File: config.mk
export PLATFORM = sky130hd
export DESIGN_NAME = cpu_sideband_nmi_control
export DESIGN_NICKNAME = d
export VERILOG_FILES = /design/src/sideband_pkg.sv /design/src/cpu_sideband_nmi_control.sv
export SDC_FILE = /design/constraint.sdc
export NUM_CORES = 1
export LEC_CHECK = 0
export ABC_AREA = 0
export BUFFER_PORTS_ARGS = -buffer_cell sky130_fd_sc_hd__buf_4
export CORE_MARGIN = 3
export CORE_UTILIZATION = 35
export DETAILED_ROUTE_END_ITERATION = 10
export SLEW_MARGIN = 5
export SYNTH_ARGS = -nofsm -noshare
export SYNTH_HDL_FRONTEND = slang
export SYNTH_SLANG_ARGS = --single-unit
File: constraint.sdc
create_clock -name mclk_i -period 2 [get_ports mclk_i]
set_input_delay 0.4 -clock mclk_i [delete_from_list [all_inputs] [get_ports mclk_i]]
set_output_delay 0.4 -clock mclk_i [all_outputs]
set_load 0.03 [all_outputs]
File: src/sideband_pkg.sv
// Purpose: Constants for the processor sideband interrupt and power control block
// Assumes: AXI4-Lite register access, 32-bit data, 125 MHz clock
// Notes: Offsets are byte addresses of aligned words
package sideband_pkg;
  localparam int ADDR_W = 8;
  // Register byte offsets
  localparam logic [7:0] NMI_CTRL_OFS = 8'h00;   // Source enables/disables and status
  localparam logic [7:0] NMI_MASK_OFS = 8'h04;   // Global mask and NMI output state
  localparam logic [7:0] PWR_CTRL_OFS = 8'h08;   // Sleep, SMI and clock-stop requests
  localparam logic [7:0] IRQ_STAT_OFS = 8'h0C;   // Sticky events, cleared on read
  localparam logic [7:0] IRQ_MASK_OFS = 8'h10;   // Interrupt mask
  // NMI control fields
  localparam int SERR_DIS_BIT = 2;
  localparam int CHK_DIS_BIT = 3;
  localparam int SERR_STS_BIT = 7;
  localparam int CHK_STS_BIT = 6;
  localparam int NMI_MASK_BIT = 7;
  // Power control fields
  localparam int SLEEP_BIT = 0;
  localparam int SMI_SW_BIT = 1;
  localparam int STOP_SW_BIT = 2;
  localparam int SMI_EN_BIT = 3;
  localparam int STOP_EN_BIT = 4;
  // Interrupt event bits
  localparam int EV_SERR = 0;
  localparam int EV_CHK = 1;
  localparam int EV_NMI = 2;
  localparam int EV_SMI = 3;
  localparam int EV_STOP = 4;
  localparam int EV_W = 5;
  // Reset values
  localparam logic [7:0] NMI_CTRL_RST = 8'h0C;
  localparam logic [7:0] NMI_MASK_RST = 8'h80;
  localparam logic [4:0] PWR_CTRL_RST = 5'h00;
  localparam logic [4:0] IRQ_MASK_RST = 5'h00;
  localparam logic [1:0] RESP_OKAY = 2'h0;
  localparam logic [1:0] RESP_SLVERR = 2'h2;
endpackage

File: src/cpu_sideband_nmi_control.sv
// Purpose: Drives NMI, SMI, clock-stop and sleep lines to the processor
// Assumes: Single clock mclk_i; synchronous active-low reset rstn_i
// Notes: Open-drain pins appear as out/enable pairs; NMI is push-pull
//
// Summary of operation
// - NMI rises on system error or channel check if that source is permitted.
// - Per-source NMI status bits stay set until software clears them.
// - Setting a source disable bit clears that source's request; NMI drops unless the other source is pending.
// - NMI enabled only when a source's disable bit and the global mask are zero.
// - NMI low in reset, low after reset until an event, low in suspend.
// - Open-drain sleep request output puts the processor to sleep.
// - Active-low SMI asserted synchronously on enabled hardware or software events.
// - Active-low clock-stop request changes only on the clock edge.
//
// The address map and register access over AXI4-Lite were left to the implementer.
`timescale 1ns/1ps
module cpu_sideband_nmi_control
  import sideband_pkg::*;
(
  input wire logic mclk_i,
  input wire logic rstn_i,
  input wire logic serr_n_i,
  input wire logic chan_chk_n_i,
  input wire logic smi_hw_event_i,
  input wire logic stop_hw_event_i,
  input wire logic suspend_i,
  output logic nmi_o,
  output logic cpu_sleep_request_o,
  output logic cpu_sleep_request_oe_o,
  output logic system_mgmt_interrupt_req_o,
  output logic system_mgmt_interrupt_req_oe_o,
  output logic cpu_clock_stop_request_o,
  output logic cpu_clock_stop_request_oe_o,
  output logic irq_o,
  input wire logic [ADDR_W-1:0] s_axi_awaddr,
  input wire logic s_axi_awvalid,
  output logic s_axi_awready,
  input wire logic [31:0] s_axi_wdata,
  input wire logic [3:0] s_axi_wstrb,
  input wire logic s_axi_wvalid,
  output logic s_axi_wready,
  output logic [1:0] s_axi_bresp,
  output logic s_axi_bvalid,
  input wire logic s_axi_bready,
  input wire logic [ADDR_W-1:0] s_axi_araddr,
  input wire logic s_axi_arvalid,
  output logic s_axi_arready,
  output logic [31:0] s_axi_rdata,
  output logic [1:0] s_axi_rresp,
  output logic s_axi_rvalid,
  input wire logic s_axi_rready
);

  logic [2:0] sync1_r;
  logic [2:0] sync2_r;
  logic [4:0] hw_sync1_r;
  logic [4:0] hw_sync2_r;
  logic serr_lvl;
  logic chk_lvl;
  logic susp_lvl;
  logic smi_hw;
  logic stop_hw;
  logic serr_dis_r;
  logic chk_dis_r;
  logic serr_sts_r;
  logic chk_sts_r;
  logic nmi_mask_r;
  logic [4:0] pwr_r;
  logic [EV_W-1:0] ev_sts_r;
  logic [EV_W-1:0] ev_mask_r;
  logic [EV_W-1:0] ev_set;
  logic smi_act;
  logic stop_act;
  logic nmi_nxt;
  logic smi_prev_r;
  logic stop_prev_r;
  logic nmi_prev_r;
  logic [ADDR_W-1:0] awaddr_r;
  logic [31:0] wdata_r;
  logic [3:0] wstrb_r;
  logic aw_have_r;
  logic w_have_r;
  logic wr_go;
  logic rd_go;
  logic sts_clr;
  logic chk_clr;
  logic irq_rd_clr;

  // Two-flop synchronisers for pin inputs
  always_ff @(posedge mclk_i) begin
    if (!rstn_i) begin
      sync1_r <= 3'h7;
      sync2_r <= 3'h7;
      hw_sync1_r <= 5'h00;
      hw_sync2_r <= 5'h00;
    end else begin
      sync1_r <= {serr_n_i, chan_chk_n_i, 1'b1};
      sync2_r <= sync1_r;
      hw_sync1_r <= {smi_hw_event_i, stop_hw_event_i, suspend_i, 2'b00};
      hw_sync2_r <= hw_sync1_r;
    end
  end

  assign serr_lvl = ~sync2_r[2];
  assign chk_lvl = ~sync2_r[1];
  assign smi_hw = hw_sync2_r[4];
  assign stop_hw = hw_sync2_r[3];
  assign susp_lvl = hw_sync2_r[2];

  // AXI write channel capture, address and data in either order
  assign wr_go = aw_have_r && w_have_r && !s_axi_bvalid;
  assign rd_go = s_axi_arvalid && s_axi_arready;

  always_ff @(posedge mclk_i) begin
    if (!rstn_i) begin
      aw_have_r <= 1'b0;
      w_have_r <= 1'b0;
      awaddr_r <= '0;
      wdata_r <= 32'h0000_0000;
      wstrb_r <= 4'h0;
      s_axi_awready <= 1'b0;
      s_axi_wready <= 1'b0;
      s_axi_bvalid <= 1'b0;
      s_axi_bresp <= RESP_OKAY;
    end else begin
      s_axi_awready <= !aw_have_r && !s_axi_awready && s_axi_awvalid;
      s_axi_wready <= !w_have_r && !s_axi_wready && s_axi_wvalid;
      if (s_axi_awvalid && s_axi_awready) begin
        aw_have_r <= 1'b1;
        awaddr_r <= s_axi_awaddr;
      end
      if (s_axi_wvalid && s_axi_wready) begin
        w_have_r <= 1'b1;
        wdata_r <= s_axi_wdata;
        wstrb_r <= s_axi_wstrb;
      end
      if (wr_go) begin
        aw_have_r <= 1'b0;
        w_have_r <= 1'b0;
        s_axi_bvalid <= 1'b1;
        case (awaddr_r)
          NMI_CTRL_OFS, NMI_MASK_OFS, PWR_CTRL_OFS, IRQ_STAT_OFS, IRQ_MASK_OFS: s_axi_bresp <= RESP_OKAY;
          default: s_axi_bresp <= RESP_SLVERR;
        endcase
      end else if (s_axi_bvalid && s_axi_bready) begin
        s_axi_bvalid <= 1'b0;
      end
    end
  end

  // Software clear strobes: writing 1 to a status bit clears it
  assign sts_clr = wr_go && awaddr_r == NMI_CTRL_OFS && wstrb_r[0] && wdata_r[SERR_STS_BIT];
  assign chk_clr = wr_go && awaddr_r == NMI_CTRL_OFS && wstrb_r[0] && wdata_r[CHK_STS_BIT];

  // Control registers: source disables, global mask, power control and interrupt mask
  always_ff @(posedge mclk_i) begin
    if (!rstn_i) begin
      serr_dis_r <= NMI_CTRL_RST[SERR_DIS_BIT];
      chk_dis_r <= NMI_CTRL_RST[CHK_DIS_BIT];
      nmi_mask_r <= NMI_MASK_RST[NMI_MASK_BIT];
      pwr_r <= PWR_CTRL_RST;
      ev_mask_r <= IRQ_MASK_RST;
    end else if (wr_go && wstrb_r[0]) begin
      case (awaddr_r)
        NMI_CTRL_OFS: begin
          serr_dis_r <= wdata_r[SERR_DIS_BIT];
          chk_dis_r <= wdata_r[CHK_DIS_BIT];
        end
        NMI_MASK_OFS: nmi_mask_r <= wdata_r[NMI_MASK_BIT];
        PWR_CTRL_OFS: pwr_r <= wdata_r[4:0];
        IRQ_MASK_OFS: ev_mask_r <= wdata_r[EV_W-1:0];
        default: ;
      endcase
    end
  end

  // Per-source status, sticky until cleared; a new event wins over the clear
  always_ff @(posedge mclk_i) begin
    if (!rstn_i) begin
      serr_sts_r <= 1'b0;
      chk_sts_r <= 1'b0;
    end else begin
      if (serr_lvl && !serr_dis_r) serr_sts_r <= 1'b1;
      else if (serr_dis_r || sts_clr) serr_sts_r <= 1'b0;
      if (chk_lvl && !chk_dis_r) chk_sts_r <= 1'b1;
      else if (chk_dis_r || chk_clr) chk_sts_r <= 1'b0;
    end
  end

  // NMI level; processor takes the rising edge, so it is held until serviced
  assign nmi_nxt = !susp_lvl && !nmi_mask_r && (serr_sts_r || chk_sts_r);

  always_ff @(posedge mclk_i) begin
    if (!rstn_i) nmi_o <= 1'b0;
    else nmi_o <= nmi_nxt;
  end

  // SMI and clock-stop requests from enabled hardware or software sources
  assign smi_act = (pwr_r[SMI_EN_BIT] && smi_hw) || pwr_r[SMI_SW_BIT];
  assign stop_act = (pwr_r[STOP_EN_BIT] && stop_hw) || pwr_r[STOP_SW_BIT];

  // Open-drain drivers: output low only while enabled, otherwise floating
  always_ff @(posedge mclk_i) begin
    if (!rstn_i) begin
      cpu_sleep_request_o <= 1'b0;
      cpu_sleep_request_oe_o <= 1'b0;
      system_mgmt_interrupt_req_o <= 1'b0;
      system_mgmt_interrupt_req_oe_o <= 1'b0;
      cpu_clock_stop_request_o <= 1'b0;
      cpu_clock_stop_request_oe_o <= 1'b0;
    end else begin
      cpu_sleep_request_oe_o <= pwr_r[SLEEP_BIT] && !susp_lvl;
      system_mgmt_interrupt_req_oe_o <= smi_act && !susp_lvl;
      cpu_clock_stop_request_oe_o <= stop_act && !susp_lvl;
    end
  end

  // Interrupt events: rising edges of the request lines
  always_ff @(posedge mclk_i) begin
    if (!rstn_i) begin
      smi_prev_r <= 1'b0;
      stop_prev_r <= 1'b0;
      nmi_prev_r <= 1'b0;
    end else begin
      smi_prev_r <= smi_act;
      stop_prev_r <= stop_act;
      nmi_prev_r <= nmi_nxt;
    end
  end

  assign ev_set = {stop_act && !stop_prev_r, smi_act && !smi_prev_r, nmi_nxt && !nmi_prev_r,
                   chk_lvl && !chk_dis_r && !chk_sts_r, serr_lvl && !serr_dis_r && !serr_sts_r};
  assign irq_rd_clr = rd_go && s_axi_araddr == IRQ_STAT_OFS;

  // Sticky event bits, cleared on read; set wins over the read clear
  always_ff @(posedge mclk_i) begin
    if (!rstn_i) begin
      ev_sts_r <= '0;
      irq_o <= 1'b0;
    end else begin
      ev_sts_r <= (irq_rd_clr ? '0 : ev_sts_r) | ev_set;
      irq_o <= |(((irq_rd_clr ? '0 : ev_sts_r) | ev_set) & ev_mask_r);
    end
  end

  // AXI read channel, one cycle to answer
  always_ff @(posedge mclk_i) begin
    if (!rstn_i) begin
      s_axi_arready <= 1'b0;
      s_axi_rvalid <= 1'b0;
      s_axi_rdata <= 32'h0000_0000;
      s_axi_rresp <= RESP_OKAY;
    end else begin
      s_axi_arready <= s_axi_arvalid && !s_axi_arready && !s_axi_rvalid;
      if (rd_go) begin
        s_axi_rvalid <= 1'b1;
        s_axi_rresp <= RESP_OKAY;
        case (s_axi_araddr)
          NMI_CTRL_OFS: s_axi_rdata <= {24'h00_0000, serr_sts_r, chk_sts_r, 2'b00, chk_dis_r, serr_dis_r, 2'b00};
          NMI_MASK_OFS: s_axi_rdata <= {24'h00_0000, nmi_mask_r, 6'h00, nmi_o};
          PWR_CTRL_OFS: s_axi_rdata <= {27'h000_0000, pwr_r};
          IRQ_STAT_OFS: s_axi_rdata <= {27'h000_0000, ev_sts_r};
          IRQ_MASK_OFS: s_axi_rdata <= {27'h000_0000, ev_mask_r};
          default: begin
            s_axi_rdata <= 32'h0000_0000;
            s_axi_rresp <= RESP_SLVERR;
          end
        endcase
      end else if (s_axi_rvalid && s_axi_rready) begin
        s_axi_rvalid <= 1'b0;
      end
    end
  end

endmodule

==> results of run 1 <==
per-stage QoR:
step | cell area [sq um] | hold WS, ns
global route | 3530 | 0.242
global placement | 3340 | 0.392
detailed placement | 3340 | 0.396
CTS | 3520 | 0.234
floorplan | 2960 | 0.386
finish | 3530 | 0.252
cell usage in the layout, fill, tap and decap left out, drive strengths merged, types with 6 or more instances in the layout:
cell,instances
and2,9
nand2b,6
nor3,8
o21ai,9
nand2,32
nand3,18
dfxtp,69
nor2,33
buf,68
a21oi,29
mux2i,15
conb,30
inv,7
clkbuf,12
registers in the layout, summed over array words and instances (netlist names), 2 cells and up:
| name | count |
|---|---|
| s_axi_rdata | 7 |
| wdata_r | 7 |
| hw_sync2_r | 3 |
| hw_sync1_r | 3 |
| ev_mask_r | 5 |
| sync2_r | 2 |
| pwr_r | 5 |
| awaddr_r | 8 |
| sync1_r | 2 |
| ev_sts_r | 5 |
area by class of cell:
cell class / instances / area (sq um) / share of cell area
Clock buffer: 12 / 165 / 0.0468
Tap cell: 102 / 128 / 0.0361
Timing Repair Buffer: 68 / 523 / 0.148
Multi-Input combinational cell: 231 / 1280 / 0.364
Clock inverter: 3 / 20.0 / 0.00567
Sequential cell: 69 / 1380 / 0.391
Inverter: 8 / 30.0 / 0.00850
logic make-up (layout without fill, tap and decap cells):
logic type,Yosys count,after routing,synth area share
other cells,1,30,0.00132
flops,69,69,0.485
buf+inv,50,91,0.105
compound gates,62,62,0.137
simple gates,124,124,0.219
mux,15,15,0.0527
power groups by stage:
stage	clock network, uW	logic [uW]	registers [uW]
6_report	1050	264	1420
3_5_place_dp	0	263	1450
3_3_place_gp	0	261	1450
5_1_grt	1150	287	1430
4_1_cts	1090	264	1420
2_1_floorplan	0	204	1460
per-layer routing:
layer,up-vias,part of all wire,track usage
met5,-,0,0
met4,0,0.010,0.0604
met3,6,0.065,0.0383
met2,79,0.44,0.217
met1,1024,0.48,0.189
li1,1193,-,-
path summary, 6_finish.rpt:
| kind | from | cells past startpoint | to | slack [ns] |
|---|---|---|---|---|
| setup / recovery | awaddr_r[1]$_SDFFE_PN0P_ | 6 | chk_dis_r$_SDFFE_PN1P_ | 0.13 |
| hold / removal | chan_chk_n_i | 2 | sync1_r[1]$_SDFF_PN1_ | 0.25 |
| setup reg to reg | awaddr_r[1]$_SDFFE_PN0P_ | 6 | chk_dis_r$_SDFFE_PN1P_ | 0.13 |
| hold reg to reg | sync1_r[2]$_SDFF_PN1_ | 1 | sync2_r[2]$_SDFF_PN1_ | 0.41 |
timing repair:
item                       in CTS  in global routing
resized for setup               0                  1
hold buffers                    0                  0
setup endpoints to repair       0                  1
worst max-delay path, stage by stage (launching register included):
cell and delay, ns:
dfxtp_1 0.31, or4_1 0.59, nor4_2 0.24, buf_4 0.15, and2_1 0.20, mux2i_1 0.20, nand2_1 0.06
==> impl_summary.txt, run 1 <==
----------------------------------------------------
[Pwr]
  Sequential cell fraction of total power ... 0.520
  Sw frac ... 0.255
  Leakage power total ... between 0.0015 and 0.002 uW
  Internal power component ... ~2000 uW
  Clk network pwr share ... 0.383
  Power Density ... 775 nW/um^2
  IR Drop Worst-Case VDD ... 0.000368 V
  Logic gate share of total power ... 0.096
  Switching power total ... approximately 700 uW
  Overall power of the completed layout ... roughly 2700 uW

[Global routing]
  Largest net degree at the start of global routing ... 44
  Global-route total usage across every layer ... 0.142
  Vias in the first global route ... just over 2000
  Global route overflow ... 0
  Antenna violations before repair ... 0
  Global-route wire length before repair ... 9930 um

[Routing]
  Post-route antenna net violation count ... 0
  Wire length per cell after detailed routing ... around 13 um
  Residual DRC ... 0
  Overall routed net length ... between 6000 and 7000 um
  Initial DRT Pass Iterations ... 4
  Routed via count ... between 2000 and 2500
  Vias per cell ... 4.67
  Starting DRT DRC Count ... roughly 110

[Outcome]
  Status ... completed

[Die]
  Initial core utilization ... 0.365
  Floorplan die area ... ~9300 sq um
  # IOs ... 113
  Overall die width ... between 90 and 100 um
  Vertical extent of the die ... slightly below 100 um
  Number of standard-cell rows in the floorplan ... 32
  Core Area ... 7810 sq um

[Critical path]
  Top fanout value on the critical path ... 4
  CP Class ... register to register
  Startpoint class of the critical path ... register
  Required time of the critical path ... around 2.2 ns
  Worst setup EP type ... register
  Arrival time of data at the critical path endpoint ... 2.09 ns

[Timing]
  Final max-slew violation count ... 0
  Setup repair after global routing missed its margin ... no
  Maximum operating frequency ... between 500 and 600 MHz
  Final setup margin ... 0.128 ns
  Total negative slack for setup checks ... 0 ns
  Clock Skews ... 0.00845 ns
  Final-report setup violation count ... 0
  Total count of hold-check failures in the final report ... 0
  Tmin final ... approximately 1.9 ns
  Share of the clock period used by the worst path after layout ... 0.936

[CTS]
  H-Tree Level Count ... 3
  Clock sinks ... 69
  Max Root-Sink Buffers ... 2
  Clock insertion delay at the later pin of the skew report ... ~0.34 ns
  TritonCTS clock tree ... built
  Clk root buf ... clkbuf_8
  CTS Buf Count ... 9
  CTS clk-pin slew, worst paths ... approximately 0.07 ns
  Post-CTS Setup Repair Bufs ... 0

[Worst hold path]
  Worst min-delay path category ... input port to register

[Synthesis]
  Netlist Area Pre-Place ... 2850 sq um
  Most used standard cell by instance count after synthesis ... dfxtp_1
  Area leader, netlist ... dfxtp_1
  Cells after Synth ... between 300 and 400
  Synth cell count leaders ... 69 x dfxtp_1, 33 x nor2_1, 32 x nand2_1, 30 x buf_4, 29 x a21oi_1
  YS warnings ... 0
  FF+latch count, synth ... just under 70
  Cells taking the most area after synthesis ... dfxtp_1 48%, buf_4 7.9%, mux2i_1 5.3%
  Sequential share of the synthesized area ... 0.485
  Average instance area after synthesis ... around 9 sq um
  Count of flip-flops with a built-in enable after synthesis ... 0
  Area share of the largest cell type after synthesis ... 0.485
  Share of synthesized flip-flops with an asynchronous set or reset ... 0
  Flip-flop cell with the highest count after synthesis ... dfxtp_1
  Unique masters post-synth ... 44

[Placement]
  Port-buffer cells ... 54
  Placer congestion estimate ... just under 0.8
  HPWL Detailed ... 4640 um
  Worst Setup Slack post-DPL ... -0.182 ns
  Cell Count Post-Placement ... between 400 and 500

[Final layout]
  Growth of design area from synthesis to finish ... 23.9%
  Share of the core filled with cells in the final layout ... 0.452
  Antenna diode count ... 0
  Fraction of final layout cells with drive strength greater than 1 ... 0.228
  Final nets ... approximately 450
  Final instance count without filler cells ... between 400 and 500
  Filler Cell Count ... approximately 790

[Run]
  Max-cap violations ... 0

----------------------------------------------------
(Power assumes the default switching activity.)
==> run 2: changes to the inputs <==
- CORE_ASPECT_RATIO: not set -> 1.1
- RECOVER_POWER: not set -> 25
- TNS_END_PERCENT: not set -> 100
==> run 2 against run 1 <==
Utilization increased by 1.0 points. Cell count rose by 0.81%. Maximum frequency rose by 1.1%. Combinational power barely moved. Via count is 1.6% higher. Count of clock-buffer cells in the layout is the same. Sequential power is essentially flat. Cell area grew 0.64%. Setup slack better by 0.020 ns. Sequential cell count did not move. Global-route usage decreased by 0.59 points. Non-clock buffer count unchanged. Largest power group unchanged. Highest routed layer unchanged.
==> impl_summary.txt, run 2 (same netlist as run 1, synthesis figures left out) <==
----------------------------------------------------
[Outcome]
  Status ... completed (unchanged)

[Final layout]
  Fraction of final layout cells with drive strength greater than 1 ... 0.230 (was 0.228)
  Largest regs ... awaddr_r (8), s_axi_rdata (7), wdata_r (7) (unchanged)
  Cell area after layout ... 3550 sq um (was 3530 sq um)
  Largest Register ... awaddr_r (unchanged)
  Filler Cell Count ... 792 (was 788)
  Largest register FFs ... 8 (unchanged)
  Growth of design area from synthesis to finish ... 24.7% (was 23.9%)
  Final nets ... 451 (unchanged)
  Most common cell after layout, fill and taps aside ... dfxtp_1 (unchanged)
  Leading cell types in the layout, fill and taps excluded ... 69 x dfxtp_1, 67 x buf_4, 33 x nor2_1 (unchanged)
  Antenna diode count ... 0 (unchanged)
  Final instance count without filler cells ... 497 (was 493)

[Routing]
  Routed via count ... 2338 (was 2302)
  Starting DRT DRC Count ... 75 (was 113)
  Initial DRT Pass Iterations ... 4 (unchanged)
  Residual DRC ... 0 (unchanged)
  Post-route antenna net violation count ... 0 (unchanged)
  Overall routed net length ... 6180 um (was 6340 um)
  Met3 WL ... 373 um (was 415 um)
  Detail Route met2 WL ... 2810 um (was 2800 um)
  DR top layer ... met4 (unchanged)
  Post-Route M1 WL ... 2890 um (was 3060 um)
  Wire length per cell after detailed routing ... 12.4 um (was 12.9 um)
  Vias per cell ... 4.70 (was 4.67)

[Die]
  Number of standard-cell rows in the floorplan ... 33 (was 32)
  # IOs ... 113 (unchanged)
  Overall die width ... 92.0 um (was 96.2 um)
  Floorplan die area ... 9260 sq um (about the same)
  Vertical extent of the die ... 101 um (was 96.2 um)
  Core Area ... 7680 sq um (was 7810 sq um)
  Initial core utilization ... 0.371 (was 0.365)

[Run]
  Max-cap violations ... 0 (unchanged)

[CTS]
  CTS Buf Count ... 9 (unchanged)
  Clock insertion delay at the later pin of the skew report ... 0.34 ns (about the same)
  Max Root-Sink Buffers ... 2 (unchanged)
  Clk root buf ... clkbuf_8 (unchanged)
  Clock sinks ... 69 (unchanged)
  CTS clk-pin slew, worst paths ... 0.07 ns (about the same)
  H-Tree Level Count ... 3 (unchanged)
  TritonCTS clock tree ... built (unchanged)

[Critical path]
  Worst setup EP type ... register (unchanged)
  Top fanout value on the critical path ... 4 (unchanged)
  Arrival time of data at the critical path endpoint ... 2.07 ns (was 2.09 ns)
  Setup slack on the worst flop-to-flop path ... 0.15 ns (was 0.13 ns)
  Buffer and inverter count on the worst path ... 0 (was 1)
  Top delay family on crit path ... simple AND/OR/NAND/NOR gates (unchanged)
  Startpoint of the lowest-slack register-to-register path ... awaddr_r[1]$_SDFFE_PN0P_ (unchanged)
  Critical-path top delay cell ... or4_1 (unchanged)
  Crit-path max cell delay ... 0.59 ns (about the same)
  Cell depth of the worst flop-to-flop path ... 5 (was 6)
  Required time of the critical path ... 2.22 ns (about the same)
  Cell-by-cell trace of the critical path ... or4_1 -> nor4_2 -> and2_2 -> mux2i_1 -> nand2_1 (was or4_1 -> nor4_2 -> buf_4 -> and2_1 -> mux2i_1 -> nand2_1)
  CP Class ... register to register (unchanged)
  Startpoint class of the critical path ... register (unchanged)
  Worst R2R End ... chk_dis_r$_SDFFE_PN1P_ (unchanged)

[Timing]
  Clock Skews ... 0.00833 ns (was 0.00845 ns)
  Max-Slew Margin vs Limit ... 0.371
  Maximum operating frequency ... 540 MHz (was 534 MHz)
  Final-report setup violation count ... 0 (unchanged)
  Tmin final ... 1.85 ns (was 1.87 ns)
  Total count of hold-check failures in the final report ... 0 (unchanged)
  Total negative slack for setup checks ... 0 ns (unchanged)
  Final max-slew violation count ... 0 (unchanged)
  Setup repair after global routing missed its margin ... yes (was no)
  Slew @ Worst Pin ... between 0.9 and 1 ns
  Final setup margin ... 0.147 ns (was 0.128 ns)
  Share of the clock period used by the worst path after layout ... 0.926 (was 0.936)

[Placement]
  Port-buffer cells ... 54 (unchanged)
  Worst Setup Slack post-DPL ... -0.164 ns (was -0.182 ns)
  Area of placed instances ... 3320 sq um (was 3340 sq um)
  Placer congestion estimate ... 0.823 (was 0.788)
  Cell Count Post-Placement ... 480 (was 478)
  HPWL Detailed ... 4650 um (was 4640 um)

[Pwr]
  Power Density ... 810 nW/um^2 (was 775 nW/um^2)
  Leakage power total ... 0.00153 uW (was 0.00152 uW)
  IR Drop Worst-Case VDD ... 0.000362 V (was 0.000368 V)

[Global routing]
  Global-route wire length before repair ... 10100 um (was 9930 um)
  Vias in the first global route ... 2213 (was 2062)
  Antenna violations before repair ... 0 (unchanged)
  Global route overflow ... 0 (unchanged)
  Largest net degree at the start of global routing ... 23 (was 44)
  Global-route total usage across every layer ... 0.136 (was 0.142)

[Worst hold path]
  Capture endpoint of the worst hold path ... sync1_r[2]$_SDFF_PN1_ (was sync1_r[1]$_SDFF_PN1_)
  Depth of the worst hold-timing path ... 2 (unchanged)
  Worst min-delay path category ... input port to register (unchanged)
  Hold path startpoint ... serr_n_i (was chan_chk_n_i)

----------------------------------------------------
==> run 2: changes by cell type in the layout (fill, tap and decap cells not counted), sizes merged <==
cell    previous run  this run
buf               68        67
bufinv             0         1
clkbuf            12        13
clkinv             2         1
inv                7         8
==> run 2: where the power goes <==
part / internal (uW) / switching (uW)
Clock: 682 / 511
Combinational: 92.0 / 170
Sequential: 1400 / 22.2
Total: 2170 / 703
==> run 2: timing repair <==
action,in CTS,in global routing
hold buffers,0,0
endpoints found under the hold margin,0,0
resized for setup,0,2
setup endpoints to repair,5,9
setup buffers,1,0
pin swaps,1,0
==> run 2: layout make-up <==
type                    instances  area (sq um)  share of cell area
clock inverters                 4          53.8              0.0151
inverters                       8          30.0             0.00845
clock buffers                  12           165              0.0465
repair buffers                 68           507               0.143
flip-flops and latches         69          1380               0.389
well taps                     105           131              0.0370
multi-input cells             231          1280               0.362
==> run 2: worst max-delay path by stage <==
stage                              from                endpoint  slack [ns]  depth (start not counted)
6_report       awaddr_r[1]$_SDFFE_PN0P_  chk_dis_r$_SDFFE_PN1P_        0.15                          5
5_1_grt        awaddr_r[1]$_SDFFE_PN0P_  chk_dis_r$_SDFFE_PN1P_      -0.007                          5
4_1_cts        awaddr_r[1]$_SDFFE_PN0P_  chk_dis_r$_SDFFE_PN1P_        0.01                          5
3_5_place_dp            s_axi_araddr[5]        irq_o$_SDFF_PN0_       -0.16                          6
3_3_place_gp            s_axi_araddr[5]        irq_o$_SDFF_PN0_       -0.16                          6
2_1_floorplan           s_axi_araddr[5]        irq_o$_SDFF_PN0_        0.01                          5
==> run 2: metrics by stage <==
| step | hold slack, ns | power, uW | util |
|---|---|---|---|
| after floorplan | 0.386 | 1660 | - |
| after global placement | 0.392 | 1710 | 0.433 |
| after detailed placement | 0.394 | 1720 | 0.433 |
| after CTS | 0.230 | 2910 | 0.462 |
| after global routing | 0.247 | 2990 | 0.463 |
| final | 0.241 | 2880 | 0.463 |
==> run 2: layer usage <==
layer	track usage	up-vias
met4	0.0651	0
li1	-	1194
met2	0.224	75
met1	0.169	1056
met5	0	-
met3	0.0329	13
